## config.mk

```make
export PLATFORM = sky130hd
export DESIGN_NAME = jtag_scan_top
export DESIGN_NICKNAME = d
export VERILOG_FILES = /design/src/common/jtag_scan_pkg.sv /design/src/logic/sync_2ff.sv /design/src/logic/byte_fifo.sv /design/src/logic/jtag_scan_top.sv
export SDC_FILE = /design/constraint.sdc
export NUM_CORES = 1
export LEC_CHECK = 0
export BUFFER_PORTS_ARGS = -buffer_cell sky130_fd_sc_hd__buf_2
export CORE_MARGIN = 8
export CORE_UTILIZATION = 60
export DETAILED_ROUTE_END_ITERATION = 10
export GPL_ROUTABILITY_DRIVEN = 1
export MAX_ROUTING_LAYER = met4
export PLACE_DENSITY = 0.89
export SYNTH_ARGS = -nofsm -noshare
export SYNTH_HDL_FRONTEND = slang
export SYNTH_SLANG_ARGS = --single-unit
```

## constraint.sdc

```tcl
create_clock -name clk_in -period 6.8 [get_ports clk_in]
set_input_delay 1.36 -clock clk_in [delete_from_list [all_inputs] [get_ports clk_in]]
set_output_delay 1.36 -clock clk_in [all_outputs]
set_load 0.05 [all_outputs]
```

## src/common/jtag_scan_pkg.sv

```systemverilog
// shared constants, types and state encoding for the test access block
package jtag_scan_pkg;

	// instruction register and opcodes
	localparam int IR_W = 4;
	localparam logic [3:0] OP_EXTEST = 4'h0;
	localparam logic [3:0] OP_IDCODE = 4'h1;
	localparam logic [3:0] OP_SAMPLE = 4'h2;
	localparam logic [3:0] OP_CORE_RESET = 4'hc;
	localparam logic [3:0] OP_MAILBOX = 4'hd;
	localparam logic [3:0] OP_BYPASS = 4'hf;
	localparam logic [3:0] IR_CAPTURE = 4'h1;

	// identification register layout
	localparam int ID_W = 32;
	localparam int ID_REV_LSB = 28;
	localparam int ID_REV_W = 4;
	localparam int ID_PART_LSB = 12;
	localparam int ID_PART_W = 16;
	localparam int ID_MFR_LSB = 1;
	localparam int ID_MFR_W = 11;
	localparam logic ID_MARKER = 1'b1;

	// debugger view of the mailbox scan register
	localparam int MBOX_DR_W = 10;
	localparam int MBOX_READY_BIT = 8;
	localparam int MBOX_ACCESS_BIT = 9;

	// cpu i/o space
	localparam int IO_ADDR_W = 6;
	localparam logic [5:0] MBOX_IO_ADDR = 6'h31;
	localparam logic [7:0] MBOX_RESET = 8'h00;
	localparam logic [7:0] IO_RESET = 8'h00;
	localparam logic [7:0] IO_UNMAPPED = 8'h00;

	// start-up time-out after reset release
	localparam int CLK_HZ = 20_000_000;
	localparam int STARTUP_SHORT_US = 64;
	localparam int STARTUP_LONG_MS = 65;
	localparam int STARTUP_SHORT_CYC = STARTUP_SHORT_US * (CLK_HZ / 1_000_000);
	localparam int STARTUP_LONG_CYC = STARTUP_LONG_MS * (CLK_HZ / 1_000);
	localparam int TMO_W = 21;

	// tap pins and cpu i/o request travel together
	typedef struct packed {
		logic tck;
		logic tms;
		logic tdi;
	} tap_pins_t;

	typedef struct packed {
		logic [5:0] addr;
		logic wr;
		logic rd;
		logic [7:0] wdata;
	} io_req_t;

	typedef enum logic [3:0] {
		TLR, RTI, SEL_DR, CAP_DR, SH_DR, EX1_DR, PAU_DR, EX2_DR, UPD_DR,
		SEL_IR, CAP_IR, SH_IR, EX1_IR, PAU_IR, EX2_IR, UPD_IR
	} tap_state_t;

endpackage : jtag_scan_pkg

```

## src/logic/sync_2ff.sv

```systemverilog
// two-stage synchroniser for a vector of asynchronous levels
`timescale 1ns/10ps
`default_nettype none
module sync_2ff #(
	parameter int W = 1
) (
	// clock and reset
	input wire logic clk_in,
	input wire logic rstn_in,
	// levels
	input wire logic [W-1:0] async_in,
	output logic [W-1:0] sync_out
);
	logic [W-1:0] meta_q;

	// first stage feeds only the second
	always_ff @(posedge clk_in or negedge rstn_in) begin
		if (!rstn_in) begin
			meta_q <= '0;
			sync_out <= '0;
		end else begin
			meta_q <= async_in;
			sync_out <= meta_q;
		end
	end
endmodule : sync_2ff
`default_nettype wire

```

## src/logic/byte_fifo.sv

```systemverilog
// small flip-flop fifo with valid/ready on both sides
`timescale 1ns/10ps
`default_nettype none
module byte_fifo #(
	parameter int W = 8,
	parameter int DEPTH = 16
) (
	// clock and reset
	input wire logic clk_in,
	input wire logic rstn_in,
	// fill side
	input wire logic in_valid_in,
	output logic in_ready_out,
	input wire logic [W-1:0] in_data_in,
	// drain side
	output logic out_valid_out,
	input wire logic out_ready_in,
	output logic [W-1:0] out_data_out
);
	localparam int AW = $clog2(DEPTH);
	logic [W-1:0] mem_q [DEPTH];
	logic [AW-1:0] wr_ptr_q, rd_ptr_q;
	logic [AW:0] count_q;
	logic push, pop;

	assign push = in_valid_in && in_ready_out;
	assign pop = out_valid_out && out_ready_in;
	assign out_data_out = mem_q[rd_ptr_q];

	// storage
	always_ff @(posedge clk_in) begin
		if (push) begin
			mem_q[wr_ptr_q] <= in_data_in;
		end
	end

	// pointers, count and registered flags
	always_ff @(posedge clk_in or negedge rstn_in) begin
		if (!rstn_in) begin
			wr_ptr_q <= '0;
			rd_ptr_q <= '0;
			count_q <= '0;
			in_ready_out <= 1'b1;
			out_valid_out <= 1'b0;
		end else begin
			if (push) begin
				wr_ptr_q <= (wr_ptr_q == AW'(DEPTH - 1)) ? '0 : wr_ptr_q + 1'b1;
			end
			if (pop) begin
				rd_ptr_q <= (rd_ptr_q == AW'(DEPTH - 1)) ? '0 : rd_ptr_q + 1'b1;
			end
			count_q <= count_q + (AW+1)'(push) - (AW+1)'(pop);
			in_ready_out <= (count_q + (AW+1)'(push) - (AW+1)'(pop)) != (AW+1)'(DEPTH);
			out_valid_out <= (count_q + (AW+1)'(push) - (AW+1)'(pop)) != '0;
		end
	end
endmodule : byte_fifo
`default_nettype wire

```

## src/logic/jtag_scan_top.sv

```systemverilog
// tap controller, data registers, reset register and cpu debug mailbox
`timescale 1ns/10ps
`default_nettype none
module jtag_scan_top
	import jtag_scan_pkg::*;
#(
	parameter int NUM_PINS = 8,
	parameter int FIFO_DEPTH = 16,
	parameter int STARTUP_LONG = STARTUP_LONG_CYC,
	parameter logic [3:0] ID_REVISION = 4'h7, // arbitrary value
	parameter logic [15:0] ID_PART = 16'h5a3c, // arbitrary value
	parameter logic [10:0] ID_MAKER = 11'h2a6 // arbitrary value
) (
	// clock and reset
	input wire logic clk_in,
	input wire logic rstn_in,
	// tap pins and external reset pin
	input wire tap_pins_t tap_in,
	output logic tdo_out,
	output logic tdo_oe_n_out,
	input wire logic ext_reset_n_in,
	// fuses, lock bits and control bits
	input wire logic tap_enable_fuse_in,
	input wire logic tap_disable_bit_in,
	input wire logic clock_option_fuse_in,
	input wire logic lock_bit_one_in,
	input wire logic lock_bit_two_in,
	input wire logic fuse_program_req_in,
	input wire logic chip_erase_in,
	output logic debug_enable_fuse_out,
	// cpu i/o port
	input wire io_req_t io_in,
	output logic [7:0] io_rdata_out,
	output logic mbox_ready_out,
	// port pins
	input wire logic [NUM_PINS-1:0] pin_in,
	output logic [NUM_PINS-1:0] pin_out,
	output logic [NUM_PINS-1:0] pin_oe_n_out,
	input wire logic [NUM_PINS-1:0] core_pin_out_in,
	input wire logic [NUM_PINS-1:0] core_pin_dir_in,
	output logic core_reset_out
);
	localparam int BSC_W = 3 * NUM_PINS;
	localparam int SYNC_W = 4 + NUM_PINS;
	localparam logic [TMO_W-1:0] TMO_SHORT = TMO_W'(STARTUP_SHORT_CYC);
	localparam logic [TMO_W-1:0] TMO_LONG = TMO_W'(STARTUP_LONG);

	logic [SYNC_W-1:0] sync_v;
	logic tck_s, tms_s, tdi_s, ext_rst_n_s;
	logic [NUM_PINS-1:0] pin_s;
	logic tck_prev_q, tck_rise, tck_fall;
	logic tap_on;
	tap_state_t state_q, state_d;
	logic [IR_W-1:0] ir_q, ir_shift_q;
	logic bypass_q, rst_bit_q;
	logic [ID_W-1:0] id_shift_q, id_value;
	logic [BSC_W-1:0] bsc_shift_q, bsc_upd_q, bsc_capture;
	logic [MBOX_DR_W-1:0] mbox_shift_q;
	logic [7:0] mbox_q, io_plain_q;
	logic ready_flag_q, dbg_access_q, debug_fuse_q, erased_q;
	logic mbox_sel, mbox_wr, mbox_clr;
	logic fifo_out_valid;
	logic [7:0] fifo_out_data;
	logic reset_src;
	logic [TMO_W-1:0] tmo_q;
	logic dr_out;
	logic is_bsc;

	// every pin-side input crosses into clk_in before use
	sync_2ff #(.W(SYNC_W)) u_sync (
		.clk_in(clk_in),
		.rstn_in(rstn_in),
		.async_in({tap_in.tck, tap_in.tms, tap_in.tdi, ext_reset_n_in, pin_in}),
		.sync_out(sync_v)
	);
	assign {tck_s, tms_s, tdi_s, ext_rst_n_s, pin_s} = sync_v;

	// test clock edges found by the core clock; tck must stay below clk_in/4
	always_ff @(posedge clk_in or negedge rstn_in) begin
		if (!rstn_in) begin
			tck_prev_q <= 1'b0;
		end else begin
			tck_prev_q <= tck_s;
		end
	end
	assign tck_rise = tck_s && !tck_prev_q;
	assign tck_fall = !tck_s && tck_prev_q;
	assign tap_on = tap_enable_fuse_in && !tap_disable_bit_in;

	// tap controller next state
	always_comb begin
		state_d = state_q;
		unique case (state_q)
			TLR: state_d = tms_s ? TLR : RTI;
			RTI: state_d = tms_s ? SEL_DR : RTI;
			SEL_DR: state_d = tms_s ? SEL_IR : CAP_DR;
			CAP_DR: state_d = tms_s ? EX1_DR : SH_DR;
			SH_DR: state_d = tms_s ? EX1_DR : SH_DR;
			EX1_DR: state_d = tms_s ? UPD_DR : PAU_DR;
			PAU_DR: state_d = tms_s ? EX2_DR : PAU_DR;
			EX2_DR: state_d = tms_s ? UPD_DR : SH_DR;
			UPD_DR: state_d = tms_s ? SEL_DR : RTI;
			SEL_IR: state_d = tms_s ? TLR : CAP_IR;
			CAP_IR: state_d = tms_s ? EX1_IR : SH_IR;
			SH_IR: state_d = tms_s ? EX1_IR : SH_IR;
			EX1_IR: state_d = tms_s ? UPD_IR : PAU_IR;
			PAU_IR: state_d = tms_s ? EX2_IR : PAU_IR;
			EX2_IR: state_d = tms_s ? UPD_IR : SH_IR;
			UPD_IR: state_d = tms_s ? SEL_DR : RTI;
		endcase
	end

	// tap state; a disabled port is parked in test-logic-reset
	always_ff @(posedge clk_in or negedge rstn_in) begin
		if (!rstn_in) begin
			state_q <= TLR;
		end else if (!tap_on) begin
			state_q <= TLR;
		end else if (tck_rise) begin
			state_q <= state_d;
		end
	end

	// instruction register, lsb shifted first, default idcode
	always_ff @(posedge clk_in or negedge rstn_in) begin
		if (!rstn_in) begin
			ir_q <= OP_IDCODE;
			ir_shift_q <= IR_CAPTURE;
		end else if (state_q == TLR) begin
			ir_q <= OP_IDCODE;
		end else if (tck_rise) begin
			unique case (state_q)
				CAP_IR: ir_shift_q <= IR_CAPTURE;
				SH_IR: ir_shift_q <= {tdi_s, ir_shift_q[IR_W-1:1]};
				UPD_IR: ir_q <= ir_shift_q;
				default: ;
			endcase
		end
	end

	// identification word; its fields are fixed by parameters
	assign id_value[ID_REV_LSB +: ID_REV_W] = ID_REVISION;
	assign id_value[ID_PART_LSB +: ID_PART_W] = ID_PART;
	assign id_value[ID_MFR_LSB +: ID_MFR_W] = ID_MAKER;
	assign id_value[0] = ID_MARKER;

	// capture of pins: input cell, core output value, core direction
	generate
		for (genvar i = 0; i < NUM_PINS; i++) begin : g_cap
			assign bsc_capture[3*i] = pin_s[i];
			assign bsc_capture[3*i+1] = core_pin_out_in[i];
			assign bsc_capture[3*i+2] = core_pin_dir_in[i];
		end
	endgenerate
	assign is_bsc = (ir_q == OP_EXTEST) || (ir_q == OP_SAMPLE);

	// bypass and identification shift stages
	always_ff @(posedge clk_in or negedge rstn_in) begin
		if (!rstn_in) begin
			bypass_q <= 1'b0;
			id_shift_q <= '0;
		end else if (tck_rise && state_q == CAP_DR) begin
			bypass_q <= 1'b0;
			id_shift_q <= id_value;
		end else if (tck_rise && state_q == SH_DR) begin
			bypass_q <= tdi_s;
			id_shift_q <= {tdi_s, id_shift_q[ID_W-1:1]};
		end
	end

	// boundary chain; sampling never touches the pins themselves
	always_ff @(posedge clk_in or negedge rstn_in) begin
		if (!rstn_in) begin
			bsc_shift_q <= '0;
			bsc_upd_q <= '0;
		end else if (tck_rise && is_bsc) begin
			unique case (state_q)
				CAP_DR: bsc_shift_q <= bsc_capture;
				SH_DR: bsc_shift_q <= {tdi_s, bsc_shift_q[BSC_W-1:1]};
				UPD_DR: bsc_upd_q <= bsc_shift_q;
				default: ;
			endcase
		end
	end

	// reset bit drives reset straight from the shift stage, no update latch
	always_ff @(posedge clk_in or negedge rstn_in) begin
		if (!rstn_in) begin
			rst_bit_q <= 1'b0;
		end else if (state_q == TLR) begin
			rst_bit_q <= 1'b0;
		end else if (tck_rise && state_q == SH_DR && ir_q == OP_CORE_RESET) begin
			rst_bit_q <= tdi_s;
		end
	end

	// debugger side of the mailbox: capture head byte and flag, update with the ready bit set clears
	always_ff @(posedge clk_in or negedge rstn_in) begin
		if (!rstn_in) begin
			mbox_shift_q <= '0;
		end else if (tck_rise && ir_q == OP_MAILBOX) begin
			unique case (state_q)
				CAP_DR: mbox_shift_q <= {dbg_access_q, ready_flag_q, fifo_out_data};
				SH_DR: mbox_shift_q <= {tdi_s, mbox_shift_q[MBOX_DR_W-1:1]};
				default: ;
			endcase
		end
	end
	assign mbox_clr = tck_rise && state_q == UPD_DR && ir_q == OP_MAILBOX
		&& mbox_shift_q[MBOX_READY_BIT];

	// debugger grants cpu access to the shared location
	always_ff @(posedge clk_in or negedge rstn_in) begin
		if (!rstn_in) begin
			dbg_access_q <= 1'b0;
		end else if (tck_rise && state_q == UPD_DR && ir_q == OP_MAILBOX) begin
			dbg_access_q <= mbox_shift_q[MBOX_ACCESS_BIT];
		end
	end

	// scan output selected by the active instruction; bypass otherwise
	always_comb begin
		unique case (ir_q)
			OP_EXTEST, OP_SAMPLE: dr_out = bsc_shift_q[0];
			OP_IDCODE: dr_out = id_shift_q[0];
			OP_CORE_RESET: dr_out = rst_bit_q;
			OP_MAILBOX: dr_out = mbox_shift_q[0];
			default: dr_out = bypass_q;
		endcase
	end

	// tdo changes on the falling test clock, driven only while shifting
	always_ff @(posedge clk_in or negedge rstn_in) begin
		if (!rstn_in) begin
			tdo_out <= 1'b0;
			tdo_oe_n_out <= 1'b1;
		end else if (tck_fall) begin
			tdo_out <= (state_q == SH_IR) ? ir_shift_q[0] : dr_out;
			tdo_oe_n_out <= !(state_q == SH_IR || state_q == SH_DR);
		end else if (state_q == TLR) begin
			tdo_oe_n_out <= 1'b1;
		end
	end

	// debug fuse: refused while locked unless an erase came first
	always_ff @(posedge clk_in or negedge rstn_in) begin
		if (!rstn_in) begin
			debug_fuse_q <= 1'b0;
			erased_q <= 1'b0;
		end else begin
			if (chip_erase_in) begin
				erased_q <= 1'b1;
				debug_fuse_q <= 1'b0;
			end else if (fuse_program_req_in
				&& (erased_q || !(lock_bit_one_in || lock_bit_two_in))) begin
				debug_fuse_q <= 1'b1;
			end
		end
	end
	assign debug_enable_fuse_out = debug_fuse_q;

	// cpu decode: shared location goes to mailbox only when enabled
	assign mbox_sel = debug_fuse_q && dbg_access_q;
	assign mbox_wr = io_in.wr && io_in.addr == MBOX_IO_ADDR && mbox_sel && mbox_ready_out;

	// cpu-written byte is also queued, up to FIFO_DEPTH bytes; writes while the queue is full are dropped
	byte_fifo #(.W(8), .DEPTH(FIFO_DEPTH)) u_fifo (
		.clk_in(clk_in),
		.rstn_in(rstn_in),
		.in_valid_in(mbox_wr),
		.in_ready_out(mbox_ready_out),
		.in_data_in(io_in.wdata),
		.out_valid_out(fifo_out_valid),
		.out_ready_in(mbox_clr),
		.out_data_out(fifo_out_data)
	);

	// mailbox, ready flag (set wins over clear) and plain i/o register
	always_ff @(posedge clk_in or negedge rstn_in) begin
		if (!rstn_in) begin
			mbox_q <= MBOX_RESET;
			io_plain_q <= IO_RESET;
			ready_flag_q <= 1'b0;
		end else begin
			if (mbox_wr) begin
				mbox_q <= io_in.wdata;
				ready_flag_q <= 1'b1;
			end else if (mbox_clr) begin
				ready_flag_q <= 1'b0;
			end
			if (io_in.wr && io_in.addr == MBOX_IO_ADDR && !mbox_sel) begin
				io_plain_q <= io_in.wdata;
			end
		end
	end

	// registered read data, one cycle after the read strobe
	always_ff @(posedge clk_in or negedge rstn_in) begin
		if (!rstn_in) begin
			io_rdata_out <= IO_UNMAPPED;
		end else if (io_in.rd) begin
			if (io_in.addr != MBOX_IO_ADDR) begin
				io_rdata_out <= IO_UNMAPPED;
			end else if (mbox_sel) begin
				io_rdata_out <= {ready_flag_q, mbox_q[6:0]};
			end else begin
				io_rdata_out <= io_plain_q;
			end
		end
	end

	// reset sources and start-up time-out
	assign reset_src = !ext_rst_n_s || rst_bit_q;
	always_ff @(posedge clk_in or negedge rstn_in) begin
		if (!rstn_in) begin
			tmo_q <= TMO_SHORT;
			core_reset_out <= 1'b1;
		end else if (reset_src) begin
			tmo_q <= clock_option_fuse_in ? TMO_LONG : TMO_SHORT;
			core_reset_out <= 1'b1;
		end else if (tmo_q != '0) begin
			tmo_q <= tmo_q - 1'b1;
			core_reset_out <= 1'b1;
		end else begin
			core_reset_out <= 1'b0;
		end
	end

	// pin drivers: extest first, then reset tristate, then the core
	generate
		for (genvar i = 0; i < NUM_PINS; i++) begin : g_pin
			always_ff @(posedge clk_in or negedge rstn_in) begin
				if (!rstn_in) begin
					pin_out[i] <= 1'b0;
					pin_oe_n_out[i] <= 1'b1;
				end else if (ir_q == OP_EXTEST && tap_on) begin
					pin_out[i] <= bsc_upd_q[3*i+1];
					pin_oe_n_out[i] <= !bsc_upd_q[3*i+2];
				end else if (reset_src || core_reset_out) begin
					pin_out[i] <= 1'b0;
					pin_oe_n_out[i] <= 1'b1;
				end else begin
					pin_out[i] <= core_pin_out_in[i];
					pin_oe_n_out[i] <= !core_pin_dir_in[i];
				end
			end
		end
	endgenerate

	// fifo valid goes unused; the head is popped by the same update that clears the flag
	logic unused_fifo_valid;
	assign unused_fifo_valid = fifo_out_valid;
endmodule : jtag_scan_top
`default_nettype wire

```

# == After elaboration in Yosys (flattened, before gate mapping) ==
# Memory sizes are Yosys's and may differ from the RTL's.
# Index checks and enable logic that the tools add are counted.
# op_classes
n_lt_le_gt_ge,0
reduce_logical,72
n_bitwise,1
eq_ne,25
shift,0
add_sub_neg,5
div,0
n_mul,0
mux,78
# op_table
cell,n
32-bit two-way mux,2
21-bit two-way mux,3
1-bit two-way mux,50
"4-bit == test, second input constant",12
24-bit one-hot mux with 2 select lines,1
4-bit one-hot mux with 12 select lines,1
4-bit two-way mux,11
1-bit zero test,23
21-bit nonzero test,1
"21-bit by 1-bit subtractor with 21-bit output, second input constant",1
1-bit logical AND,20
10-bit one-hot mux with 2 select lines,1
2-bit nonzero test,10
"4-bit by 3-bit == test with 1-bit output, second input constant",4
8-bit two-way mux,2
"4-bit by 2-bit == test with 1-bit output, second input constant",3
"4-bit by 1-bit adder with 4-bit output, second input constant",2
"4-bit by 1-bit == test with 1-bit output, second input constant",2
4-bit zero test,2
4-bit one-hot mux with 2 select lines,1
2-bit AND reduction,4
"6-bit == test, second input constant",1
1-bit logical OR,6
2-bit two-way mux,3
other kinds (12),15
# totals
output_inout_bits,29
memories,1
reg_bits,211
elab_cells,226
romBits,0
latch_bits,0
ramBits,128
in_bits,53
# memory_table
memory,words,width,rd,rd_ports_with_merged_regs,write_ports,line_no,text
u_fifo.mem_q,16,8,1,0,1,byte_fifo.sv:21,logic [W-1:0] mem_q [DEPTH];

# == Longest topological paths before layout ==
# Gate-level depths: netlist of the first run.
# logic_depth
depth_word,8
depth_mapped,13
mapped_depth_nobuf,12

# == Modules after synthesis ==
# Synthesis of the first run repeated with hierarchy kept, for this count alone.
# unflattened
cells_unflattened,1054
area_unflattened_um2,13910.8
# by_module_without_submodules
module,instances,cells_per_inst,seq_area_each_um2,area_per_inst_um2
jtag_scan_top,1,727,4096.4,7518.5
byte_fifo,1,303,4220.3,5791.8
sync_2ff,1,24,600.6,600.6

# == Worst setup path before layout of the first run ==
# No wires, ideal clock.
# synth_path
path_type,input -> register
startpoint,in io_in[13] in the netlist's numbering
endpoint,reg u_fifo.out_valid_out
path_stages,10
t_required_ns,6.669
slack_ns,2.884
path_buffers,2
setup_time_ns,0.131
arrival_time_ns,3.785
cell_sequence,or4b_1 > or2_1 > or3_1 > buf_6 > inv_6 > buf_8 > ha_1 > fa_1 > nor4_1 > nand2b_1
# synth_via
elab_chain_len,8
# synth_lines
item,line_no,text
from (decl),jtag_scan_top.sv:32,"input wire io_req_t io_in,"
6-bit == test,jtag_scan_top.sv:264,assign mbox_wr = io_in.wr && io_in.addr == MBOX_IO_ADDR && mbox_sel && mbox_ready_out;
1-bit logical AND (3 in series),jtag_scan_top.sv:264,
1-bit logical AND,byte_fifo.sv:26,assign push = in_valid_in && in_ready_out;
via u_fifo.push,byte_fifo.sv:24,"logic push, pop;"
5-bit by 1-bit adder with 5-bit output,byte_fifo.sv:54,out_valid_out <= (count_q + (AW+1)'(push) - (AW+1)'(pop)) != '0;
5-bit by 1-bit subtractor with 5-bit output,byte_fifo.sv:54,
5-bit nonzero test,byte_fifo.sv:54,
to (signal assigned),byte_fifo.sv:44,out_valid_out <= 1'b0;
to (signal assigned),byte_fifo.sv:54,
to (decl),byte_fifo.sv:16,"output logic out_valid_out,"
# The timed path passes the listed nets, and every way through them passes these cells.
# A chain may end at the register's enable or synchronous reset.

# == Worst setup path in the final report of the first run ==
# layout_path
startpoint,in io_in[13] in the netlist's numbering
endpoint,mem u_fifo.mem_q[4][2] (enable)
# layout_via
elab_chain_len,7
# layout_lines
item,line_no,text
6-bit == test,jtag_scan_top.sv:264,
1-bit logical AND (3 in series),jtag_scan_top.sv:264,
1-bit logical AND,byte_fifo.sv:26,
1-bit two-way mux,byte_fifo.sv:32,if (push) begin
1-bit two-way mux (implied by the code),byte_fifo.sv:33,mem_q[wr_ptr_q] <= in_data_in;
to (decl),byte_fifo.sv:21,
# No other way between the ends.

==> results of run 1 <==
-- worst paths after layout --
path | endpoint | slack (ps) | cells after the start
min in group asynchronous | tmo_q[14] | 860 | 1
worst max-delay path | u_fifo.mem_q[4][2] | 2570 | 7
worst min register to register | u_sync.sync_out[6] | 340 | 0
worst max register to register | u_fifo.out_valid_out | 2830 | 11
worst min-delay path | u_sync.sync_out[6] | 340 | 0
max in group asynchronous | u_fifo.rd_ptr_q[0] | 4540 | 2
-- logic make-up (layout without fill, tap and decap cells) --
logic type	Yosys count	in the layout	share of synthesized area, %
flip-flops	330	330	65.24
AND/OR/NAND/NOR	308	308	10.73
AO/OA/AOI/OAI	168	168	7.653
multiplexers	97	97	10.89
buffers and inverters	83	181	2.792
XOR/XNOR	24	24	1.538
adder cells (fa/ha/maj)	12	12	1.153
-- synthesized netlist by cell type, types with 7 or more instances --
cell      count  share of area, %
nor4_1       13              0.60
a21oi_1      57               2.1
dfstp_2      15               2.9
or3_1         7              0.32
clkbuf_1     36              0.99
and3_1       10              0.46
nand3_1      40               1.5
dfrtp_1     187                34
nor3_1       13              0.48
a22o_1       16               1.0
o21ai_0      40               1.5
mux2_4       18               2.0
mux2_2       17               1.4
xnor2_1      17               1.1
nor2b_1       9              0.41
nand2_1     131               3.6
nor2_1       48               1.3
mux4_2       32               5.3
a22oi_1      16              0.88
buf_2        13              0.48
xor2_1        7              0.45
edfxtp_1    128                28
mux2i_1      25               1.8
inv_1        23              0.63
ha_1         11               1.0
-- area by class of cell --
class	count	area, sq um
clock buffer	46	967.2
timing repair buffer	95	519.2
tap	285	356.6
multi-input combinational	609	4380
clock inverter	16	155.1
sequential	330	8919
fill	1422	7111
inverter	24	95.09
-- registers in the layout, summed over array words and instances (netlist names), 10 cells and up --
register,count
tmo_q,21
u_sync.sync_out,12
mbox_shift_q,10
id_shift_q,31
u_sync.meta_q,12
u_fifo.mem_q,128
bsc_upd_q,16
bsc_shift_q,24
-- per-layer routing --
layer  vias to the layer above  GRT usage, %
li1                       3854             -
met1                      4434         27.56
met2                       427         37.09
met3                        87         4.965
met4                         0         8.970
met5                         -             -
-- placed cells by master, fill, tap and decap left out, types with 7 or more instances in the layout --
cell	instances
dfrtp_1	186
nand2_1	131
edfxtp_1	128
buf_2	80
a21oi_1	57
nor2_1	48
nand3_1	40
o21ai_0	40
clkbuf_16	35
mux4_2	32
mux2i_1	25
inv_1	23
mux2_4	18
mux2_2	17
xnor2_1	17
a22o_1	16
a22oi_1	16
dfstp_2	15
buf_4	14
nor4_1	13
nor3_1	12
ha_1	11
and3_1	10
nor2b_1	9
or3_1	7
xor2_1	7
clkinv_2	7
-- stage by stage --
step,area (sq um),hold slack (ps),utilization (%),setup slack [ps]
after floorplan,13670,331.2,-,2884
after global placement,14270,332.5,63.41,2387
after detailed placement,14270,334.7,63.41,2033
after CTS,15390,345.2,68.40,2548
after global routing,15390,353.0,68.40,2443
final,15390,343.6,68.40,2566
-- power by group --
part	leakage, nW	switching, W	internal, W	total (W)
clock	0.553	0.000767	0.00108	0.00185
combinational	2.11	0.0000952	0.0000571	0.000152
sequential	3.73	0.0000311	0.00210	0.00214
==> results.sh, run 1 <==
export IMPL_status="finished, final reports clean"
export IMPL_wl_met1_um=12180
export IMPL_r2r_start="state_q[0]"
export IMPL_clk_path_buf_depth=3
export IMPL_port_buffers=81
export IMPL_setup_viol=0
export IMPL_synth_seq_area_share_pct=65.24
export IMPL_period_share_pct=62.26
export IMPL_critical_path_class="in2reg"
export IMPL_synth_cell_types=67
export IMPL_io_pins=82
export IMPL_syn_nets=1087
export IMPL_die_area_sq_um=27870
export IMPL_clock_fmax_mhz=236.2
export IMPL_ant_nets=0
export IMPL_period_minus_slack_ps=4234
export IMPL_cpPeakStageDelay_ps=1070
export IMPL_grt_pass1_vias=9213
export IMPL_ctsHoldBuffers=0
export IMPL_place_inst=1343
export IMPL_critPathRequiredTime_ps=6910
export IMPL_p_leak_nw=6.391
export IMPL_grtUsageTotal_pct=22.77
export IMPL_ys_warn_count=0
export IMPL_fp_dieH_um=166.9
export IMPL_ys_flop_type="dfrtp_1"
export IMPL_cts_tree="done"
export IMPL_slew_viol_final=0
export IMPL_first_pass_iters=5
export IMPL_cp_num_buf_inv=2
export IMPL_clock_skew_ps=21.99
export IMPL_postSynthCellCount=1022
export IMPL_cp_top_family="simple AND/OR/NAND/NOR gates"
export IMPL_crit_start="io_in[13]"
export IMPL_gp_congestion=0.8349
export IMPL_root_buffer="clkbuf_16"
export IMPL_first_iter_violations=916
export IMPL_hp_start="u_sync.meta_q[6]"
export IMPL_cts_sinks=330
export IMPL_cts_buffers=34
export IMPL_cap_viol_max_count=0
export IMPL_dp_hpwl_um=18780
export IMPL_synth_async_reset_ratio_pct=61.21
export IMPL_rows=55
export IMPL_final_nets=1159
export IMPL_drive_gt1_share_pct=21.79
export IMPL_vdd_drop_max_uv=234.8
export IMPL_tightest_slew_ps=1352
export IMPL_path_clk_slew_ps=60
export IMPL_tns_ps=0
export IMPL_viasPerCell=6.265
export IMPL_met3_length_um=2310
export IMPL_p_per_area_nw_per_um2=268.8
export IMPL_cp_max_fo=13
export IMPL_grt_max_degree=78
export IMPL_critPathCaptureType="flip-flop"
export IMPL_antenna_cells=0
export IMPL_path_cells="buf_2 -> or4b_1 -> or2_1 -> or3_1 -> inv_6 -> nand2_2 -> nor3_1"
export IMPL_grt_pass1_wl_um=49540
export IMPL_top_layer_used="met4"
export IMPL_post_cts_buffers=0
export IMPL_rsz0062_at_grt="false"
export IMPL_routed_wl_um=30960
export IMPL_synthesis_area_sq_um=13670
export IMPL_slew_headroom_pct=9.191
export IMPL_insertion_delay_ps=520
export IMPL_hold_path_class="reg2reg"
export IMPL_grt_overflow_total=0
export IMPL_htreeDepth=2
export IMPL_hold_viol=0
export IMPL_total_power_w=0.004138
export IMPL_syn_area_per_cell_sq_um=13.37
export IMPL_drc=0
export IMPL_cp_arrival_ps=4350
export IMPL_stdcell_count=1405
export IMPL_antenna_found_initial=0
export IMPL_synth_seq_cells=330
export IMPL_worstSetupStartpointType="input pin"
export IMPL_dr_total_vias=8802
export IMPL_areaGrowthSynthToFinish_pct=12.61
export IMPL_cp_slowest_cell="nor3_1"
export IMPL_initial_utilization_pct=60.74
export IMPL_die_w_um=166.9
export IMPL_wl_met2_um=15400
export IMPL_synth_edf_count=128
export IMPL_cts_resized=0
export IMPL_wl_per_cell_um=22.03
export IMPL_core_area_sq_um=22500
Note: power is estimated with default switching activity, not from simulation.
==> run 2: changes to the inputs <==
--- a/config.mk
+++ b/config.mk
@@ -5,13 +5,14 @@
 export SDC_FILE = /design/constraint.sdc
 export NUM_CORES = 1
 export LEC_CHECK = 0
+export ABC_AREA = 1
 export BUFFER_PORTS_ARGS = -buffer_cell sky130_fd_sc_hd__buf_2
 export CORE_MARGIN = 8
-export CORE_UTILIZATION = 60
+export CORE_UTILIZATION = 55
 export DETAILED_ROUTE_END_ITERATION = 10
 export GPL_ROUTABILITY_DRIVEN = 1
 export MAX_ROUTING_LAYER = met4
-export PLACE_DENSITY = 0.89
+export PLACE_DENSITY = 0.86
 export SYNTH_ARGS = -nofsm -noshare
 export SYNTH_HDL_FRONTEND = slang
 export SYNTH_SLANG_ARGS = --single-unit
==> constraint.sdc (replaced) <==
create_clock -name clk_in -period 3.73 [get_ports clk_in]
set_input_delay 0.746 -clock clk_in [delete_from_list [all_inputs] [get_ports clk_in]]
set_output_delay 0.746 -clock clk_in [all_outputs]
set_load 0.05 [all_outputs]
==> results.sh, run 2 <==
export IMPL_status="finished, final reports clean"
export IMPL_synth_seq_cells=330
export IMPL_cp_num_buf_inv=2
export IMPL_areaGrowthSynthToFinish_pct=12.93
export IMPL_post_cts_buffers=0
export IMPL_wl_per_cell_um=16.85
export IMPL_port_buffers=81
export IMPL_crit_end="u_fifo.out_valid_out"
export IMPL_r2r_start="ir_q[0]"
export IMPL_hold_path_class="in2async"
export IMPL_synth_top_area_cell="dfrtp_1"
export IMPL_synthesis_area_sq_um=14270
export IMPL_path_cells="nand3_1 -> nor2_1 -> nand4_1 -> inv_1 -> ha_1 -> inv_1 -> ha_1 -> fa_1 -> xor2_1 -> nor3_1 -> nand3b_1"
export IMPL_largest_reg_flops=128
export IMPL_cp_top_family="simple AND/OR/NAND/NOR gates"
export IMPL_cp_arrival_ps=3410
export IMPL_root_buffer="clkbuf_16"
export IMPL_timing_rr_end="u_fifo.out_valid_out"
export IMPL_cts_tree="done"
export IMPL_tightest_slew_ps=1068
export IMPL_synth_async_reset_ratio_pct=61.21
export IMPL_period_minus_slack_ps=3025
export IMPL_cts_sinks=330
export IMPL_fp_dieH_um=177.1
export IMPL_ys_warn_count=0
export IMPL_grt_pass1_wl_um=53920
export IMPL_final_nets=1667
export IMPL_clock_skew_ps=23.87
export IMPL_synthTopCellsByArea="dfrtp_1, edfxtp_1, nand2_1"
export IMPL_syn_nets=1582
export IMPL_largest_register="u_fifo.mem_q"
export IMPL_layout_common_cells="nand2_1, dfrtp_1, inv_1"
export IMPL_cp_depth=11
export IMPL_ant_nets=0
export IMPL_first_pass_iters=6
export IMPL_cap_viol_max_count=0
export IMPL_cts_buffers=34
export IMPL_synthTopCellsByCount="nand2_1, dfrtp_1, inv_1, edfxtp_1, nor2_1"
export IMPL_drc=0
export IMPL_clk_path_buf_depth=3
export IMPL_cts_resized=0
export IMPL_rows=59
export IMPL_rsz0062_at_grt="false"
export IMPL_layout_commonest_cell="nand2_1"
export IMPL_path_clk_slew_ps=60
export IMPL_grt_pass1_vias=10780
export IMPL_critPathRequiredTime_ps=4110
export IMPL_slew_viol_final=0
export IMPL_ys_flop_type="dfrtp_1"
export IMPL_die_w_um=177.1
export IMPL_synth_edf_count=128
export IMPL_synth_seq_area_share_pct=62.48
export IMPL_cp_max_fo=5
export IMPL_synth_cell_types=39
export IMPL_drive_gt1_share_pct=11.77
export IMPL_p_leak_nw=7.487
export IMPL_antenna_found_initial=1
export IMPL_cp_slowest_cell="dfstp_2"
export IMPL_yosysMostFrequentCell="nand2_1"
export IMPL_grt_max_degree=102
export IMPL_initial_utilization_pct=55.40
export IMPL_slew_headroom_pct=28.56
export IMPL_grtUsageTotal_pct=21.93
export IMPL_syn_area_per_cell_sq_um=9.408
export IMPL_critPathCaptureType="flip-flop"
export IMPL_clock_fmax_mhz=330.5
export IMPL_ctsHoldBuffers=0
export IMPL_dr_total_vias=10870
export IMPL_gp_congestion=0.9696
export IMPL_postSynthCellCount=1517
export IMPL_setup_viol=0
export IMPL_critical_path_class="reg2reg"
export IMPL_period_share_pct=81.11
export IMPL_worstSetupStartpointType="flip-flop"
export IMPL_r2r_slack_ps=700
export IMPL_p_per_area_nw_per_um2=460.0
export IMPL_synth_top_area_share_pct=32.79
export IMPL_hold_viol=0
export IMPL_routed_wl_um=33000
export IMPL_viasPerCell=5.548
export IMPL_first_iter_violations=1289
export IMPL_r2r_cells=11
export IMPL_utilization_pct=62.56
export IMPL_insertion_delay_ps=510
export IMPL_crit_start="ir_q[0]"
export IMPL_core_area_sq_um=25760
export IMPL_vdd_drop_max_uv=375.9
export IMPL_tns_ps=0
export IMPL_reg_top3="u_fifo.mem_q: 128 flops, id_shift_q: 31 flops, bsc_shift_q: 24 flops"
export IMPL_dp_hpwl_um=21320
export IMPL_cpPeakStageDelay_ps=560
export IMPL_grt_overflow_total=0
export IMPL_die_area_sq_um=31360
export IMPL_io_pins=82
export IMPL_htreeDepth=2
-- run 2: cell count changes in the layout (fill, tap and decap cells not counted), sizes merged, moves of 15 or more --
cell   before  now
nand2     132  442
inv        25  157
o21ai      44  150
nor2       49  136
nand3      41  108
mux2       40    0
mux4       32    0
a21oi      57   28
a22o       16    0
a22oi      16    1
-- run 2: final cells by class --
class,instances,area [sq um]
Clock buffer,43,904.6
Antenna cell,1,2.502
Timing Repair Buffer,107,621.8
Tap cell,335,419.2
Multi-Input combinational cell,969,4496
Fill cell,1875,9646
Clock inverter,14,155.1
Inverter,160,600.6
Sequential cell,330,8919
-- run 2: through the flow --
step                      area, sq um  std cells  hold WS [ps]  setup WS [ps]  total power, W
final                           16120       1959         319.7          704.7        0.007415
after global placement          15060       1901         332.6          937.3        0.004213
after detailed placement        15060       1901         335.6          775.6        0.004225
after floorplan                 14270       1517         331.2           1180        0.004072
after CTS                       16120       1958         335.4          742.3        0.007445
after global routing            16120       1959         333.3          460.6        0.007636
-- run 2: per-layer routing --
| layer | wire length [um] | GRT usage, % |
|---|---|---|
| met3 | 2104 | 3.286 |
| met4 | 964 | 7.846 |
| met1 | 13450 | 27.79 |
| met5 | 0 | - |
| met2 | 16480 | 35.56 |
-- run 2: worst min path at each step --
| stage | endpoint | depth (start not counted) |
|---|---|---|
| final | id_shift_q[5] | 1 |
| after detailed placement | u_sync.sync_out[3] | 0 |
| after global placement | u_sync.sync_out[5] | 0 |
| after global routing | u_sync.meta_q[4] | 1 |
| after floorplan | u_sync.sync_out[0] | 0 |
| after CTS | id_shift_q[6] | 1 |
-- run 2: where the power goes --
part	leakage [nW]	internal (W)	switching, W
sequential	3.72	0.00383	0.0000397
combinational	3.26	0.0000869	0.000207
clock	0.511	0.00192	0.00133
total	7.49	0.00584	0.00158
-- run 2: logic make-up after synthesis --
kind of cell	after synthesis	share of synthesized area, %
muxes	15	1.052
xor gates and xnor gates	10	0.6137
AOI/OAI and AO/OA	206	7.592
DFF	330	62.48
and+or+nand+nor	726	21.12
buffers and inverters	218	6.040
adders and majority gates	12	1.105
==> run 3: changes to the inputs <==
--- a/config.mk
+++ b/config.mk
@@ -8,11 +8,11 @@
 export ABC_AREA = 1
 export BUFFER_PORTS_ARGS = -buffer_cell sky130_fd_sc_hd__buf_2
 export CORE_MARGIN = 8
-export CORE_UTILIZATION = 55
+export CORE_UTILIZATION = 60
 export DETAILED_ROUTE_END_ITERATION = 10
 export GPL_ROUTABILITY_DRIVEN = 1
 export MAX_ROUTING_LAYER = met4
-export PLACE_DENSITY = 0.86
+export PLACE_DENSITY = 0.89
 export SYNTH_ARGS = -nofsm -noshare
 export SYNTH_HDL_FRONTEND = slang
 export SYNTH_SLANG_ARGS = --single-unit
==> constraint.sdc (replaced) <==
create_clock -name clk_in -period 3.1 [get_ports clk_in]
set_input_delay 0.62 -clock clk_in [delete_from_list [all_inputs] [get_ports clk_in]]
set_output_delay 0.62 -clock clk_in [all_outputs]
set_load 0.05 [all_outputs]
==> results.sh, run 3 (synthesis results as in run 2) <==
export IMPL_status="finished, final reports clean"
export IMPL_r2r_start="state_q[0]"
export IMPL_critPathRequiredTime_ps=3470
export IMPL_tns_ps=0
export IMPL_path_cells="inv_2 -> nand2_4 -> nor2_2 -> nand4_1 -> inv_2 -> ha_1 -> inv_1 -> ha_1 -> fa_1 -> xor2_1 -> nor3_2 -> nand3b_1"
export IMPL_grt_pass1_vias=11000
export IMPL_p_clk_share_pct=44.3
export IMPL_p_switching_w=0.001948
export IMPL_rows=56
export IMPL_antenna_found_initial=0
export IMPL_first_iter_violations=1575
export IMPL_routed_wl_um=34900
export IMPL_layout_common_cells="nand2_1, dfrtp_1, inv_1"
export IMPL_post_place_ws_ps=125.6
export IMPL_largest_register="u_fifo.mem_q"
export IMPL_clock_fmax_mhz=327.3
export IMPL_period_minus_slack_ps=3055
export IMPL_cpPeakStageDelay_ps=490
export IMPL_critical_path_class="reg2reg"
export IMPL_multi_input_area_sq_um=4506
export IMPL_final_nets=1679
export IMPL_initial_utilization_pct=60.99
export IMPL_drive_gt1_share_pct=12.81
export IMPL_p_sw_share_pct=21.64
export IMPL_crit_start="state_q[0]"
export IMPL_vdd_drop_max_uv=505.6
export IMPL_slew_headroom_pct=49.55
export IMPL_cts_buffers=35
export IMPL_grt_pass1_wl_um=55640
export IMPL_die_area_sq_um=28980
export IMPL_period_share_pct=98.56
export IMPL_wl_per_cell_um=17.83
export IMPL_grt_overflow_total=0
export IMPL_cp_arrival_ps=3430
export IMPL_ctsHoldBuffers=0
export IMPL_setup_viol=0
export IMPL_fp_dieH_um=170.2
export IMPL_layout_commonest_cell="nand2_1"
export IMPL_clock_skew_ps=23.06
export IMPL_first_pass_iters=6
export IMPL_largest_reg_flops=128
export IMPL_cts_tree="done"
export IMPL_drc=0
export IMPL_pwr_share_comb_pct=4.1
export IMPL_htreeDepth=2
export IMPL_hold_viol=0
export IMPL_seqPwrFrac_pct=51.6
export IMPL_cp_max_fo=9
export IMPL_fillers=1666
export IMPL_dr_total_vias=11170
export IMPL_areaGrowthSynthToFinish_pct=13.77
export IMPL_p_per_area_nw_per_um2=554.6
export IMPL_p_leak_nw=7.564
export IMPL_gp_congestion=0.8972
export IMPL_utilization_pct=69.39
export IMPL_path_clk_slew_ps=60
export IMPL_reg_top3="u_fifo.mem_q: 128 flops, id_shift_q: 31 flops, bsc_shift_q: 24 flops"
export IMPL_cap_viol_max_count=0
export IMPL_cp_slowest_cell="fa_1"
export IMPL_io_pins=82
export IMPL_insertion_delay_ps=520
export IMPL_viasPerCell=5.703
export IMPL_die_w_um=170.2
export IMPL_port_buffers=81
export IMPL_worst_slack_ps=44.67
export IMPL_regArea_sq_um=8920
export IMPL_dp_hpwl_um=21870
export IMPL_root_buffer="clkbuf_16"
export IMPL_hold_path_class="in2async"
export IMPL_grt_max_degree=81
export IMPL_grtUsageTotal_pct=24.70
export IMPL_slew_viol_final=0
export IMPL_critPathCaptureType="flip-flop"
export IMPL_intPower_w=0.007057
export IMPL_cts_sinks=330
export IMPL_tightest_slew_ps=756.7
export IMPL_worstSetupStartpointType="flip-flop"
export IMPL_clk_path_buf_depth=3
export IMPL_ant_nets=0
export IMPL_core_area_sq_um=23400
export IMPL_antenna_cells=0
-- run 3: worst max-delay path, delay by kind of cell, from the launching register on --
kind	cells	cell delay (ps)
adder cells (fa/ha/maj)	3	920
XOR/XNOR	1	230
AND/OR/NAND/NOR	5	900
flip-flops	1	480
buffers and inverters	3	400
-- run 3: metrics by stage --
step | cell area (sq um) | total power, W | hold WS (ps) | std cells
2_1_floorplan | 14270 | 0.004899 | 324.4 | 1517
3_3_place_gp | 15110 | 0.005078 | 332.4 | 1894
3_5_place_dp | 15110 | 0.005092 | 334.7 | 1894
4_1_cts | 16220 | 0.009032 | 171.6 | 1956
5_1_grt | 16240 | 0.009267 | 191.1 | 1958
6_report | 16240 | 0.009006 | 148.4 | 1958
-- run 3: cell type report --
type	count	share of cell area, %
tap	319	2.458
sequential	330	54.93
timing repair buffer	118	4.415
clock inverter	9	0.5086
inverter	160	3.699
clock buffer	53	6.241
multi-input combinational	969	27.75
-- run 3: power groups by stage --
stage               Combinational [W]  Sequential (W)  Clock [W]
finish                       0.000366         0.00465    0.00399
global route                 0.000408         0.00465    0.00420
floorplan                    0.000173         0.00473          0
CTS                          0.000363         0.00465    0.00402
global placement             0.000349         0.00473          0
detailed placement           0.000361         0.00473          0
-- run 3: what timing repair did --
action,CTS,global route
gates resized for setup,2,3
pin swaps,0,1
buffers inserted,0,2
setup endpoints to repair,2,2
-- run 3: final timing paths --
path	to	slack, ps	cells after the start
worst max-delay path	u_fifo.out_valid_out	40	12
worst min-delay path	u_sync.meta_q[11]	150	1
worst max register to register	u_fifo.out_valid_out	40	12
worst min register to register	u_sync.sync_out[0]	340	0
max in group asynchronous	pin_oe_n_out[1]	2100	2
min in group clk_in	u_sync.meta_q[8]	210	1
-- run 3: routing by layer --
metal	vias to the layer above	wire [um]	track usage (%)
li1	5138	-	-
met1	5319	13860	31.32
met2	588	17300	40.25
met3	121	2622	3.939
met4	0	1119	8.352
met5	-	0	-
